===== config.mk =====
export PLATFORM = sky130hd
export DESIGN_NAME = tpc_regs
export DESIGN_NICKNAME = d
export VERILOG_FILES = /design/src/include/tpc_pkg.sv /design/src/rtl/tpc_phase_corr.sv /design/src/rtl/tpc_regs.sv
export VERILOG_INCLUDE_DIRS = /design/src /design/src/include
export SDC_FILE = /design/constraint.sdc
export NUM_CORES = 1
export LEC_CHECK = 0
export BUFFER_PORTS_ARGS = -buffer_cell sky130_fd_sc_hd__buf_2
export CORE_MARGIN = 3
export CORE_UTILIZATION = 56
export DETAILED_ROUTE_END_ITERATION = 10
export GPL_TIMING_DRIVEN = 0
export PLACE_DENSITY = 0.82
export SETUP_SLACK_MARGIN = 0.4
export SLEW_MARGIN = 15
export SYNTH_ARGS = -nofsm -noshare
export SYNTH_HDL_FRONTEND = slang
export SYNTH_SLANG_ARGS = --single-unit

===== constraint.sdc =====
create_clock -name hclk -period 3.7 [get_ports hclk]
set_input_delay 0.37 -clock hclk [delete_from_list [all_inputs] [get_ports hclk]]
set_output_delay 0.37 -clock hclk [all_outputs]
set_load 0.005 [all_outputs]

===== src/include/tpc_consts.svh =====
`ifndef TPC_CONSTS_SVH
`define TPC_CONSTS_SVH

// register width and word index of each register (byte address is four times the index)
`define TPC_REG_W          24
`define TPC_IDX_MODE       8'h40
`define TPC_IDX_XTALK      8'h41
`define TPC_IDX_OFF_MAIN   8'h42
`define TPC_IDX_CTRL       8'h43
`define TPC_IDX_OFF_ALIAS  8'h44
`define TPC_IDX_STATUS     8'h50

// reset values
`define TPC_RST_XTALK      24'h00_0010
`define TPC_RST_OFF        24'h00_0000
`define TPC_RST_CTRL       24'h00_0081
`define TPC_RST_MODE       24'h00_0000

// writable bits of each register; reserved bits are never stored and read zero
`define TPC_MASK_XTALK     24'hFF_FFFF
`define TPC_MASK_OFF       24'h00_FFFF
`define TPC_MASK_CTRL      24'hFF_F1C3
`define TPC_MASK_MODE      24'h00_0001

// field positions
`define TPC_TEMP_MSB       23
`define TPC_TEMP_LSB       12
`define TPC_BETA_MSB       11
`define TPC_BETA_LSB       6
`define TPC_ALPHA_MSB      5
`define TPC_ALPHA_LSB      0
`define TPC_OFF_MSB        15
`define TPC_OFF_LSB        0
`define TPC_SCALER_MSB     8
`define TPC_SCALER_LSB     6
`define TPC_TEMP_EN_BIT    1
`define TPC_OFFS_EN_BIT    0
`define TPC_MODE_BIT       0

// unity scaling in sixteenths, and zero scaling
`define TPC_XTALK_UNITY    6'h10
`define TPC_XTALK_ZERO     6'h00

// ahb-lite encodings
`define TPC_HTRANS_NONSEQ  2'h2
`define TPC_HRESP_OKAY     1'h0

`endif


===== src/include/tpc_pkg.sv =====
package tpc_pkg;

    // register selected by a bus address
    typedef enum logic [2:0] {
        sel_none      = 3'b000,
        sel_xtalk     = 3'b001,
        sel_off_main  = 3'b010,
        sel_ctrl      = 3'b011,
        sel_off_alias = 3'b100,
        sel_mode      = 3'b101,
        sel_status    = 3'b110
    } tpc_regsel_type;

endpackage


===== src/rtl/tpc_phase_corr.sv =====
`timescale 1ns/1ns
`include "tpc_consts.svh"

// subtracts the stored phase offset from each measured phase sample
module tpc_phase_corr
    import tpc_pkg::*;
#(
    parameter int PHASE_W = 16
) (
    input  wire logic               hclk,
    input  wire logic               hresetn,
    input  wire logic [PHASE_W-1:0] meas_phase,
    input  wire logic               meas_valid,
    input  wire logic               meas_alias_freq,
    input  wire logic               alias_mode_on,
    input  wire logic               offset_on,
    input  wire logic [PHASE_W-1:0] off_main,
    input  wire logic [PHASE_W-1:0] off_alias,
    output logic      [PHASE_W-1:0] corr_phase_ff,
    output logic                    corr_valid_ff
);

    logic [PHASE_W-1:0] nxt_offset;   // offset chosen for this sample

    // alias offset only for alias-frequency samples while alias mode is on
    always_comb begin
        if (meas_alias_freq && alias_mode_on) begin
            nxt_offset = off_alias;
        end else begin
            nxt_offset = off_main;
        end
    end

    // corrected phase wraps modulo the phase range
    always_ff @(posedge hclk or negedge hresetn) begin
        if (!hresetn) begin
            corr_phase_ff <= '0;
        end else if (meas_valid) begin
            corr_phase_ff <= offset_on ? (meas_phase - nxt_offset) : meas_phase;
        end
    end

    // one-cycle valid beside each result
    always_ff @(posedge hclk or negedge hresetn) begin
        if (!hresetn) begin
            corr_valid_ff <= 1'b0;
        end else begin
            corr_valid_ff <= meas_valid;
        end
    end

    // offset subtracted exactly when enabled
    phase_subtract_a: assert property (@(posedge hclk) disable iff (!hresetn)
        meas_valid && offset_on && !(meas_alias_freq && alias_mode_on)
        |=> corr_phase_ff == $past(meas_phase) - $past(off_main))
        else $error("main offset not subtracted");

    alias_offset_a: assert property (@(posedge hclk) disable iff (!hresetn)
        meas_valid && offset_on && meas_alias_freq && alias_mode_on
        |=> corr_phase_ff == $past(meas_phase) - $past(off_alias))
        else $error("alias offset not subtracted");

    offset_bypass_a: assert property (@(posedge hclk) disable iff (!hresetn)
        meas_valid && !offset_on |=> corr_phase_ff == $past(meas_phase))
        else $error("phase changed with correction off");

endmodule


===== src/rtl/tpc_regs.sv =====
// Local design decision: the AHB-Lite slave port.
`timescale 1ns/1ns
`include "tpc_consts.svh"

// What this block does
// - beta field 11:6 means value over sixteen
// - alpha field 5:0 over sixteen, reset unity
// - hold on-chip sensor calibration temperature 23:12
// - hold external sensor calibration temperature 23:12
// - store primary-frequency phase offset 15:0
// - store alias-frequency phase offset 15:0
// - temperature correction only when bit 1 set
// - subtract offset only while bit 0 set
// - bits 8:6 scale temperature coefficients, reset 2
// - alias scaling and offset only in alias mode
module tpc_regs
    import tpc_pkg::*;
#(
    parameter int PHASE_W = 16
) (
    input  wire logic               hclk,
    input  wire logic               hresetn,
    // ahb-lite slave
    input  wire logic               hsel,
    input  wire logic [31:0]        haddr,
    input  wire logic [1:0]         htrans,
    input  wire logic               hwrite,
    input  wire logic [2:0]         hsize,
    input  wire logic               hready,
    input  wire logic [31:0]        hwdata,
    output logic      [31:0]        hrdata,
    output logic                    hreadyout,
    output logic                    hresp,
    // phase samples from the measurement pipeline
    input  wire logic [PHASE_W-1:0] meas_phase,
    input  wire logic               meas_valid,
    input  wire logic               meas_alias_freq,
    // corrected phase
    output logic      [PHASE_W-1:0] corr_phase,
    output logic                    corr_valid,
    // configuration to the datapath
    output logic      [5:0]         illum_xtalk_quad_scale_alias_freq,
    output logic      [5:0]         illum_xtalk_inphase_scale_alias_freq,
    output logic      [11:0]        onchip_sensor_cal_temp_ch1_high,
    output logic      [11:0]        external_sensor_cal_temp_ch1_high,
    output logic      [2:0]         temp_coeff_scaler,
    output logic                    temp_correction_on,
    output logic                    alias_resolve_mode_on
);

    // register storage, reserved bits never set
    logic [`TPC_REG_W-1:0] xtalk_ff;        // cal temp and alias crosstalk scales
    logic [`TPC_REG_W-1:0] off_main_ff;     // primary frequency phase offset
    logic [`TPC_REG_W-1:0] ctrl_ff;         // correction control
    logic [`TPC_REG_W-1:0] off_alias_ff;    // alias frequency phase offset
    logic [`TPC_REG_W-1:0] mode_ff;         // alias resolve mode

    // bus state
    logic                  dp_write_ff;     // data phase of a write pending
    tpc_regsel_type        dp_sel_ff;       // register of the pending write
    logic [31:0]           hrdata_ff;       // read data
    logic                  hreadyout_ff;    // always ready, no wait states
    logic                  hresp_ff;        // always okay

    // registered outputs
    logic [5:0]            xt_beta_ff;      // effective beta in sixteenths
    logic [5:0]            xt_alpha_ff;     // effective alpha in sixteenths
    logic [11:0]           temp_main_ff;    // on-chip cal temperature
    logic [11:0]           temp_ext_ff;     // external cal temperature
    logic [2:0]            scaler_ff;       // temperature coefficient scaler
    logic                  temp_on_ff;      // temperature correction active
    logic                  mode_on_ff;      // alias mode active

    // address phase decode
    logic                  addr_take;       // valid transfer taken this edge
    tpc_regsel_type        addr_sel;        // register it addresses
    logic [`TPC_REG_W-1:0] wr_value;        // write data with reserved bits cleared
    logic [`TPC_REG_W-1:0] nxt_rd_value;    // data for a read taken now
    logic [PHASE_W-1:0]    corr_phase_w;    // from the correction unit
    logic                  corr_valid_w;    // from the correction unit

    // word index from a byte address; anything off the map selects nothing
    function automatic tpc_regsel_type decode_addr(input logic [31:0] addr);
        tpc_regsel_type s;
        s = sel_none;
        if (addr[31:10] == 22'h00_0000) begin
            case (addr[9:2])
                `TPC_IDX_XTALK:     s = sel_xtalk;
                `TPC_IDX_OFF_MAIN:  s = sel_off_main;
                `TPC_IDX_CTRL:      s = sel_ctrl;
                `TPC_IDX_OFF_ALIAS: s = sel_off_alias;
                `TPC_IDX_MODE:      s = sel_mode;
                `TPC_IDX_STATUS:    s = sel_status;
                default:            s = sel_none;
            endcase
        end
        return s;
    endfunction

    // writable bits of a register
    function automatic logic [`TPC_REG_W-1:0] reg_mask(input tpc_regsel_type s);
        logic [`TPC_REG_W-1:0] m;
        m = '0;
        case (s)
            sel_xtalk:     m = `TPC_MASK_XTALK;
            sel_off_main:  m = `TPC_MASK_OFF;
            sel_ctrl:      m = `TPC_MASK_CTRL;
            sel_off_alias: m = `TPC_MASK_OFF;
            sel_mode:      m = `TPC_MASK_MODE;
            default:       m = '0;
        endcase
        return m;
    endfunction

    assign addr_take = hsel && hready && (htrans == `TPC_HTRANS_NONSEQ);
    assign addr_sel  = decode_addr(haddr);
    assign wr_value  = hwdata[`TPC_REG_W-1:0] & reg_mask(dp_sel_ff);

    // read mux; a write completing this edge is forwarded to a read taken now
    always_comb begin
        case (addr_sel)
            sel_xtalk:     nxt_rd_value = xtalk_ff;
            sel_off_main:  nxt_rd_value = off_main_ff;
            sel_ctrl:      nxt_rd_value = ctrl_ff;
            sel_off_alias: nxt_rd_value = off_alias_ff;
            sel_mode:      nxt_rd_value = mode_ff;
            sel_status:    nxt_rd_value = {{(`TPC_REG_W-PHASE_W){1'b0}}, corr_phase_w};
            default:       nxt_rd_value = '0;
        endcase
        if (dp_write_ff && dp_sel_ff == addr_sel && addr_sel != sel_status) begin
            nxt_rd_value = wr_value;
        end
    end

    // data phase tracking
    always_ff @(posedge hclk or negedge hresetn) begin
        if (!hresetn) begin
            dp_write_ff <= 1'b0;
            dp_sel_ff   <= sel_none;
        end else if (hready) begin
            dp_write_ff <= addr_take && hwrite;
            dp_sel_ff   <= addr_sel;
        end
    end

    // read data loaded at the address phase edge, held through the data phase
    always_ff @(posedge hclk or negedge hresetn) begin
        if (!hresetn) begin
            hrdata_ff <= 32'h0000_0000;
        end else if (addr_take && !hwrite) begin
            hrdata_ff <= {{(32-`TPC_REG_W){1'b0}}, nxt_rd_value};
        end
    end

    // zero wait states and okay response
    always_ff @(posedge hclk or negedge hresetn) begin
        if (!hresetn) begin
            hreadyout_ff <= 1'b1;
            hresp_ff     <= `TPC_HRESP_OKAY;
        end else begin
            hreadyout_ff <= 1'b1;
            hresp_ff     <= `TPC_HRESP_OKAY;
        end
    end

    // register writes: whole word at once, only from the bus
    always_ff @(posedge hclk or negedge hresetn) begin
        if (!hresetn) begin
            xtalk_ff     <= `TPC_RST_XTALK;
            off_main_ff  <= `TPC_RST_OFF;
            ctrl_ff      <= `TPC_RST_CTRL;
            off_alias_ff <= `TPC_RST_OFF;
            mode_ff      <= `TPC_RST_MODE;
        end else if (dp_write_ff) begin
            case (dp_sel_ff)
                sel_xtalk:     xtalk_ff     <= wr_value;
                sel_off_main:  off_main_ff  <= wr_value;
                sel_ctrl:      ctrl_ff      <= wr_value;
                sel_off_alias: off_alias_ff <= wr_value;
                sel_mode:      mode_ff      <= wr_value;
                default:       ;
            endcase
        end
    end

    // crosstalk scales in sixteenths; unity alpha and zero beta outside alias mode
    always_ff @(posedge hclk or negedge hresetn) begin
        if (!hresetn) begin
            xt_beta_ff  <= `TPC_XTALK_ZERO;
            xt_alpha_ff <= `TPC_XTALK_UNITY;
        end else if (mode_ff[`TPC_MODE_BIT]) begin
            xt_beta_ff  <= xtalk_ff[`TPC_BETA_MSB:`TPC_BETA_LSB];
            xt_alpha_ff <= xtalk_ff[`TPC_ALPHA_MSB:`TPC_ALPHA_LSB];
        end else begin
            xt_beta_ff  <= `TPC_XTALK_ZERO;
            xt_alpha_ff <= `TPC_XTALK_UNITY;
        end
    end

    // temperature correction and alias mode settings to the datapath
    always_ff @(posedge hclk or negedge hresetn) begin
        if (!hresetn) begin
            temp_main_ff <= '0;
            temp_ext_ff  <= '0;
            scaler_ff    <= '0;
            temp_on_ff   <= 1'b0;
            mode_on_ff   <= 1'b0;
        end else begin
            temp_main_ff <= xtalk_ff[`TPC_TEMP_MSB:`TPC_TEMP_LSB];
            temp_ext_ff  <= ctrl_ff[`TPC_TEMP_MSB:`TPC_TEMP_LSB];
            scaler_ff    <= ctrl_ff[`TPC_SCALER_MSB:`TPC_SCALER_LSB];
            temp_on_ff   <= ctrl_ff[`TPC_TEMP_EN_BIT];
            mode_on_ff   <= mode_ff[`TPC_MODE_BIT];
        end
    end

    // phase offset subtraction
    tpc_phase_corr #(
        .PHASE_W (PHASE_W)
    ) u_corr (
        .hclk            (hclk),
        .hresetn         (hresetn),
        .meas_phase      (meas_phase),
        .meas_valid      (meas_valid),
        .meas_alias_freq (meas_alias_freq),
        .alias_mode_on   (mode_ff[`TPC_MODE_BIT]),
        .offset_on       (ctrl_ff[`TPC_OFFS_EN_BIT]),
        .off_main        (off_main_ff[`TPC_OFF_MSB:`TPC_OFF_LSB]),
        .off_alias       (off_alias_ff[`TPC_OFF_MSB:`TPC_OFF_LSB]),
        .corr_phase_ff   (corr_phase_w),
        .corr_valid_ff   (corr_valid_w)
    );

    // outputs
    assign hrdata                               = hrdata_ff;
    assign hreadyout                            = hreadyout_ff;
    assign hresp                                = hresp_ff;
    assign corr_phase                           = corr_phase_w;
    assign corr_valid                           = corr_valid_w;
    assign illum_xtalk_quad_scale_alias_freq    = xt_beta_ff;
    assign illum_xtalk_inphase_scale_alias_freq = xt_alpha_ff;
    assign onchip_sensor_cal_temp_ch1_high      = temp_main_ff;
    assign external_sensor_cal_temp_ch1_high    = temp_ext_ff;
    assign temp_coeff_scaler                    = scaler_ff;
    assign temp_correction_on                   = temp_on_ff;
    assign alias_resolve_mode_on                = mode_on_ff;

    // beta follows the field one edge later in alias mode
    beta_field_a: assert property (@(posedge hclk) disable iff (!hresetn)
        mode_ff[`TPC_MODE_BIT] |=> xt_beta_ff == $past(xtalk_ff[11:6]))
        else $error("beta scale does not follow its field");

    alpha_unity_a: assert property (@(posedge hclk) disable iff (!hresetn)
        !mode_ff[`TPC_MODE_BIT] |=> xt_alpha_ff == 6'h10 && xt_beta_ff == 6'h00)
        else $error("alias scaling used outside alias mode");

    alpha_field_a: assert property (@(posedge hclk) disable iff (!hresetn)
        mode_ff[`TPC_MODE_BIT] |=> xt_alpha_ff == $past(xtalk_ff[5:0]))
        else $error("alpha scale does not follow its field");

    main_temp_a: assert property (@(posedge hclk) disable iff (!hresetn)
        dp_write_ff && dp_sel_ff == sel_xtalk
        |=> ##1 temp_main_ff == $past(hwdata[23:12], 2))
        else $error("on-chip calibration temperature wrong");

    ext_temp_a: assert property (@(posedge hclk) disable iff (!hresetn)
        dp_write_ff && dp_sel_ff == sel_ctrl
        |=> ##1 temp_ext_ff == $past(hwdata[23:12], 2) && scaler_ff == $past(hwdata[8:6], 2))
        else $error("external temperature or scaler wrong");

    temp_enable_a: assert property (@(posedge hclk) disable iff (!hresetn)
        temp_on_ff == $past(ctrl_ff[1]))
        else $error("temperature correction enable mismatch");

    main_offset_a: assert property (@(posedge hclk) disable iff (!hresetn)
        dp_write_ff && dp_sel_ff == sel_off_main
        |=> off_main_ff == {8'h00, $past(hwdata[15:0])})
        else $error("primary offset write wrong");

    alias_store_a: assert property (@(posedge hclk) disable iff (!hresetn)
        dp_write_ff && dp_sel_ff == sel_off_alias
        |=> off_alias_ff == {8'h00, $past(hwdata[15:0])})
        else $error("alias offset write wrong");

    ctrl_reserved_a: assert property (@(posedge hclk) disable iff (!hresetn)
        ctrl_ff[11:9] == 3'h0 && ctrl_ff[5:2] == 4'h0)
        else $error("reserved control bits set");

    regs_stable_a: assert property (@(posedge hclk) disable iff (!hresetn)
        !dp_write_ff |=> $stable(xtalk_ff) && $stable(ctrl_ff) && $stable(off_main_ff))
        else $error("register changed without a write");

    // main scenarios
    cov_ctrl_write: cover property (@(posedge hclk) disable iff (!hresetn)
        dp_write_ff && dp_sel_ff == sel_ctrl);
    cov_alias_sample: cover property (@(posedge hclk) disable iff (!hresetn)
        meas_valid && meas_alias_freq && mode_ff[`TPC_MODE_BIT]);
    cov_fwd_read: cover property (@(posedge hclk) disable iff (!hresetn)
        dp_write_ff && addr_take && !hwrite && dp_sel_ff == addr_sel);

endmodule


==> impl_metrics.csv, run 1 <==
group,metric,value,unit
status,outcome,"complete, no violations",
clocking,cts_buffers,22,
timing,finalMaxSlewViolations,0,
placement,portBuffers,159,
timing,final_hold_viol_count,0,
critical_path,regToRegEndpoint,"u_corr.corr_phase_ff[15]",
grt,grt_max_degree,106,
final_layout,drive_gt1_share,21.8,%
power,powerDensity,459,mW/mm2
floorplan,die_area,0.0191,mm2
grt,antenna_found_initial,0,
clocking,root_buffer,"clkbuf_16",
routing,vias,8706,
critical_path,path_delay_family,"compound AO/OA/AOI/OAI gates",
critical_path,critPathMaxFanout,10,
critical_path,worst-path-buf-inv,1,
logic_synthesis,synth_edf_count,0,
clocking,cts.clk_slew.worst_paths,0.07,ns
job,drv_cap,0,
logic_synthesis,yosysSeqAreaShare,52.7,%
power,vdd_drop_max,0.402,mV
clocking,clk_latency,0.50,ns
min_path,worstHoldPathCells,3,
timing,final.setup_skew,0.0109,ns
critical_path,max_stage_delay,0.50,ns
final_layout,area_delta_synth_final,20.1,%
timing,fin_ws,0.533,ns
logic_synthesis,netlist_instances,959,
logic_synthesis,synth_top_area_share,51.6,%
grt,overflow,0,
clocking,postCtsSetupRepairBufs,0,
logic_synthesis,ys_ff_latch,206,
routing,route.detailed.drc,0,
min_path,holdPathEnd,"off_alias_ff[9]",
critical_path,cp_cell_sequence,"nand2_4 -> buf_6 -> mux2i_2 -> ha_1 -> a21o_1 -> a211o_1 -> nor2b_1 -> or3_1 -> a41o_1 -> o21ai_0 -> nand3_1",
critical_path,r2r_cells,11,
timing,rsz0062_at_grt,"yes",
timing,final.min_clock_period,3.17,ns
critical_path,cp.depth,11,
logic_synthesis,ys_types,62,
critical_path,worst_setup_path_end_kind,"flip-flop",
placement,dp_cells,1347,
routing,antenna_left,0,
final_layout,final_common_cell,"dfrtp_1",
timing,fmax,316,MHz
min_path,min_from,"hwdata[9]",
logic_synthesis,syn_avg_cell_area,10.2,um2
placement,pre_cts_slack,-0.179,ns
placement,place_congestion,0.932,
routing,drt-total-wl,29700,um
placement,place_hpwl,21200,um
floorplan,die_x,138,um
logic_synthesis,synth.area.top_cells,"dfrtp_1 52%, nand2_1 5.0%, nand4b_1 4.0%, o21ai_0 4.0%, and2_1 3.7%",
critical_path,r2r_start,"mode_ff[0]",
timing,period_share,85.6,%
critical_path,path_class,"flip-flop to flip-flop",
final_layout,nets,1261,
critical_path,required,4.07,ns
final_layout,postLayoutCoreUtil,69.9,%
floorplan,start_util,58.2,%
floorplan,io_pins,184,
logic_synthesis,synth_largest_area_cell,"dfrtp_1",
final_layout,final_cell_mix,"201 x dfrtp_1, 166 x buf_2, 130 x nand2_1",
routing,drt_iter0_markers,1011,
power,p_leak,5.40,nW
critical_path,r2r_setup_slack,0.53,ns
routing,dr.pass1.iters,5,
critical_path,critPathLaunchType,"flip-flop",
power,power,5.39,mW
floorplan,fp.dieH,138,um
min_path,hp-class,"primary input to flip-flop",
logic_synthesis,yosys_most_used_dff,"dfrtp_1",
final_layout,diodes,0,
final_layout,final_cells,1389,
routing,vias_per_cell,6.27,
grt,track_usage,30.4,%
timing,slew_headroom,29.2,%
clocking,cts_sinks,206,
clocking,cts_buffer_depth,3,
grt,grt_pass1_vias,8454,
clocking,cts_tree,"built",
logic_synthesis,yosysWarningCount,0,
placement,placed_cell_area,0.0109,mm2
timing,worst_pin_slew,1.05,ns
logic_synthesis,syn_area,0.00979,mm2
grt,grt_pass1_wl,46700,um
final_layout,design_area,0.0118,mm2
floorplan,core_area,0.0168,mm2
clocking,htree_levels,1,
critical_path,cpMaxStageDelayCell,"dfrtp_2",
floorplan,rows,47,
logic_synthesis,async_flop_share,100,%
routing,wl_per_cell,21.4,um
critical_path,arrival,3.54,ns
timing,setup_viol,0,
-- synthesized netlist by cell type (8+ instances only) --
cell,n
nand4b_1,45
inv_1,9
o211ai_1,13
buf_4,10
mux2_2,20
a22oi_1,24
xnor2_1,8
nand4_1,24
buf_2,8
nand2_1,131
ha_1,15
a21o_1,11
nor2b_1,8
and2_1,58
dfrtp_1,202
nor4_1,11
nand3_1,31
mux2i_1,23
clkbuf_1,62
o21ai_0,78
nor2_1,31
a32oi_1,16
a21oi_1,21
-- kinds of logic after synthesis --
group	Yosys count	synth area share [%]
fa+ha+maj	16	2.12
mux	43	4.65
flops	206	52.7
xor+xnor	9	0.805
other cells	2	0.0767
simple gates	383	21.5
buf+inv	91	3.97
compound gates	209	14.2
-- worst max path at each step --
stage | from | to | slack [ns]
after floorplan | mode_ff[0] | u_corr.corr_phase_ff[15] | 0.52
after global placement | hresetn | u_corr.corr_valid_ff | -1.10
after detailed placement | mode_ff[0] | u_corr.corr_phase_ff[15] | -0.18
after CTS | mode_ff[0] | u_corr.corr_phase_ff[15] | 0.43
after global routing | mode_ff[0] | u_corr.corr_phase_ff[15] | 0.38
final | mode_ff[0] | u_corr.corr_phase_ff[15] | 0.53
-- registers in the layout, summed over array words and instances (netlist names), 12 cells and up --
| signal | flops |
|---|---|
| ctrl_ff | 24 |
| u_corr.corr_phase_ff | 16 |
| hrdata | 24 |
| external_sensor_cal_temp_ch1_high | 12 |
| off_main_ff | 24 |
| mode_ff | 24 |
| off_alias_ff | 24 |
| xtalk_ff | 24 |
| onchip_sensor_cal_temp_ch1_high | 12 |
-- timing repair --
item,in CTS,in global routing
hold endpoints to repair,103,0
hold buffers,2,0
resized for setup,5,5
setup endpoints to repair,8,4
-- power by group --
| part | switching [mW] | leakage, nW | internal, mW | total (mW) |
|---|---|---|---|---|
| Sequential | 0.103 | 2.40 | 2.38 | 2.48 |
| Clock | 0.925 | 0.362 | 1.40 | 2.32 |
| Combinational | 0.323 | 2.64 | 0.264 | 0.587 |
-- metal layers --
layer | global-route usage [%] | wire (um) | vias to the layer above
li1 | - | - | 3857
met1 | 43.3 | 12000 | 4253
met2 | 48.3 | 13700 | 523
met3 | 4.56 | 2820 | 73
met4 | 10.6 | 1120 | 0
met5 | 0 | 0 | -
-- layout make-up --
| type | instances | area, um2 |
|---|---|---|
| Timing Repair Buffer | 162 | 853 |
| Tap cell | 220 | 275 |
| Fill cell | 1297 | 5060 |
| Sequential cell | 206 | 5160 |
| Clock inverter | 11 | 148 |
| Inverter | 10 | 37.5 |
| Multi-Input combinational cell | 670 | 4300 |
| Buffer | 81 | 359 |
| Clock buffer | 29 | 618 |
-- metrics by stage --
step	TNS (ns)	hold slack, ns
CTS	0	0.0868
floorplan	0	0.0744
global route	0	0.112
detailed placement	-0.457	0.405
global placement	-217.28	0.403
finish	0	0.0966
-- worst min-delay path: stages --
cell and delay (ns):
buf_2 0.10, nand2_1 0.05, nand2_1 0.05
Note: power is estimated with default switching activity, not from simulation.
==> inputs of run 2 (changes only) <==
ABC_AREA = 1   (was unset)
CORE_UTILIZATION = 57   (was 56)
PLACE_DENSITY = 0.93   (was 0.82)
==> run 2 against run 1 <==
Clock power fell by 5%; critical path type unchanged; wire length rose by 5.7%; synthesized cell count rose by 40%; clock skew rose by 0.014 ns; core utilization rose by 0.16 points; via count rose by 17%; maximum frequency rose by 1.8%; sequential share of layout area fell by 2.0 points; combinational power fell by 49%; worst setup slack improved by 0.057 ns.
==> impl_metrics.csv, run 2 <==
group,metric,value,unit
clocking,htree_levels,1,
critical_path,critPathLaunchType,"flip-flop",
critical_path,cp_cell_sequence,"nand2_4 -> clkbuf_2 -> o21ai_1 -> ha_1 -> nand2_1 -> nand2_1 -> a31oi_1 -> o21ai_1 -> nand3_1 -> nand2_1 -> nand2_1 -> nand2_1 -> nand2_1 -> nand2_1 -> nand2_1 -> nand2_1",
clocking,cts.clk_slew.worst_paths,0.06,ns
critical_path,r2r_start,"mode_ff[0]",
logic_synthesis,ys_types,44,
job,drv_cap,0,
clocking,root_buffer,"clkbuf_16",
routing,routed-wl-met2,14500,um
clocking,cts_sinks,206,
placement,portBuffers,160,
logic_synthesis,yosysSeqAreaShare,49.6,%
status,outcome,"complete, no violations",
logic_synthesis,synth_edf_count,0,
final_layout,drive_gt1_share,16.9,%
critical_path,regToRegEndpoint,"u_corr.corr_phase_ff[15]",
timing,final.min_clock_period,3.11,ns
clocking,postCtsSetupRepairBufs,0,
critical_path,arrival,3.49,ns
final_layout,postLayoutCoreUtil,70.1,%
min_path,hp-class,"primary input to flip-flop",
critical_path,r2r_setup_slack,0.59,ns
floorplan,rows,48,
power,vdd_drop_max,0.397,mV
placement,pre_cts_slack,0.365,ns
grt,track_usage,31.2,%
critical_path,path_class,"flip-flop to flip-flop",
routing,dr.pass1.iters,8,
floorplan,die_area,0.0199,mm2
timing,worst_pin_slew,0.829,ns
floorplan,io_pins,184,
grt,grt_max_degree,100,
timing,final_hold_viol_count,0,
floorplan,die_x,141,um
routing,antenna_left,0,
logic_synthesis,syn_area,0.0104,mm2
timing,setup_tns,0,ns
power,p_leak,6.84,nW
clocking,cts_buffer_depth,3,
final_layout,diodes,0,
logic_synthesis,ys_ff_latch,206,
timing,fmax,322,MHz
logic_synthesis,yosysMostFrequentCell,"nand2_1",
critical_path,max_stage_delay,0.55,ns
placement,place_hpwl,22800,um
final_layout,fill_cells,1355,
final_layout,final_cells,1775,
logic_synthesis,async_flop_share,100,%
grt,grt_pass1_wl,49700,um
timing,worst_hold_slack,0.0930,ns
timing,slew_headroom,44.2,%
final_layout,final_common_cell,"nand2_1",
timing,finalMaxSlewViolations,0,
floorplan,core_area,0.0176,mm2
timing,rsz0062_at_grt,"no",
routing,drt-total-wl,31400,um
clocking,cts_tree,"built",
critical_path,r2r_cells,16,
logic_synthesis,synth_top_area_share,48.5,%
power,powerDensity,390,mW/mm2
critical_path,worst_setup_path_end_kind,"flip-flop",
routing,wl_per_cell,17.7,um
routing,route.detailed.drc,0,
grt,antenna_found_initial,0,
grt,overflow,0,
routing,drt_iter0_markers,1212,
min_path,min_from,"hwdata[8]",
routing,vias_per_cell,5.73,
critical_path,crit_path_start,"mode_ff[0]",
clocking,cts_buffers,21,
floorplan,fp.dieH,141,um
routing,drt-met1-wl,11600,um
floorplan,start_util,59.2,%
timing,final.setup_skew,0.0252,ns
final_layout,design_area,0.0123,mm2
routing,vias,10162,
clocking,clk_latency,0.51,ns
final_layout,final_cell_mix,"383 x nand2_1, 202 x dfrtp_1, 172 x inv_1",
logic_synthesis,syn_avg_cell_area,7.76,um2
min_path,holdPathEnd,"ctrl_ff[8]",
logic_synthesis,netlist_instances,1341,
routing,wl_met3,3520,um
logic_synthesis,yosys_most_used_dff,"dfrtp_1",
min_path,worstHoldPathCells,3,
placement,place_congestion,1.02,
logic_synthesis,yosysWarningCount,0,
logic_synthesis,synth.area.top_cells,"dfrtp_1 49%, nand2_1 14%, inv_1 6.2%, nor2_1 5.1%, o21ai_0 5.0%",
logic_synthesis,synth_largest_area_cell,"dfrtp_1",
routing,top_layer,"met4",
logic_synthesis,ys_top_cells_by_count,"384 x nand2_1, 202 x dfrtp_1, 172 x inv_1, 142 x nor2_1, 105 x o21ai_0",
critical_path,worst_path_most_repeated_cell,"nand2_1",
final_layout,regArea,0.00516,mm2
placement,placed_cell_area,0.0116,mm2
power,power,4.81,mW
timing,fin_ws,0.590,ns
timing,setup_viol,0,
critical_path,required,4.08,ns
grt,grt_pass1_vias,9774,
placement,dp_cells,1736,
timing,period_share,84.1,%
final_layout,area_delta_synth_final,18.4,%
final_layout,nets,1644,
final_layout,multi_input_area,0.00430,mm2
critical_path,critPathMaxFanout,10,
critical_path,cpMaxStageDelayCell,"dfrtp_1",
run 2: cells by family after synthesis:
| logic type | share of synthesized area (%) |
|---|---|
| buffers and inverters | 9.52 |
| AOI/OAI and AO/OA | 8.05 |
| xor gates and xnor gates | 0.757 |
| and+or+nand+nor | 29.7 |
| adders and majority gates | 1.99 |
| DFF | 49.6 |
| muxes | 0.397 |
| other | 0.0721 |
run 2: critical path, delay by kind of cell (launching register included):
kind | cells | cell delay (ns)
AND/OR/NAND/NOR | 11 | 0.94
AO/OA/AOI/OAI | 3 | 0.88
flip-flops | 1 | 0.55
adder cells (fa/ha/maj) | 1 | 0.33
buffers and inverters | 1 | 0.26
run 2: how the worst max path moves through the flow:
stage / end / depth (start not counted)
floorplan: u_corr.corr_phase_ff[12] / 14
global placement: mode_ff[8] / 1
detailed placement: u_corr.corr_phase_ff[15] / 16
CTS: u_corr.corr_phase_ff[15] / 16
global route: u_corr.corr_phase_ff[15] / 15
finish: u_corr.corr_phase_ff[15] / 16
run 2: where the power goes:
part           switching, mW  internal, mW
sequential            0.0310          2.29
combinational          0.180         0.117
clock                  0.902          1.29
total                   1.11          3.70
run 2: final cells by class:
class                   count  area share, %
clock buffers              24           4.52
plain buffers              62           2.61
well taps                 225           2.28
repair buffers            164           7.19
clock inverters            13           1.22
multi-input cells         902           34.9
flip-flops and latches    206           41.9
inverters                 179           5.45
run 2: per-layer routing:
| metal | vias up | global-route usage [%] |
|---|---|---|
| met1 | 4636 | 40.7 |
| met2 | 750 | 50.4 |
| met4 | 0 | 15.5 |
| li1 | 4616 | - |
| met5 | - | 0 |
| met3 | 160 | 5.36 |
run 2: what timing repair did:
item                                   CTS  global route
gates resized for setup                  2             7
pin swaps                                0             0
endpoints found under the hold margin   38             0
setup endpoints to repair                2             4
hold buffers                             2             0
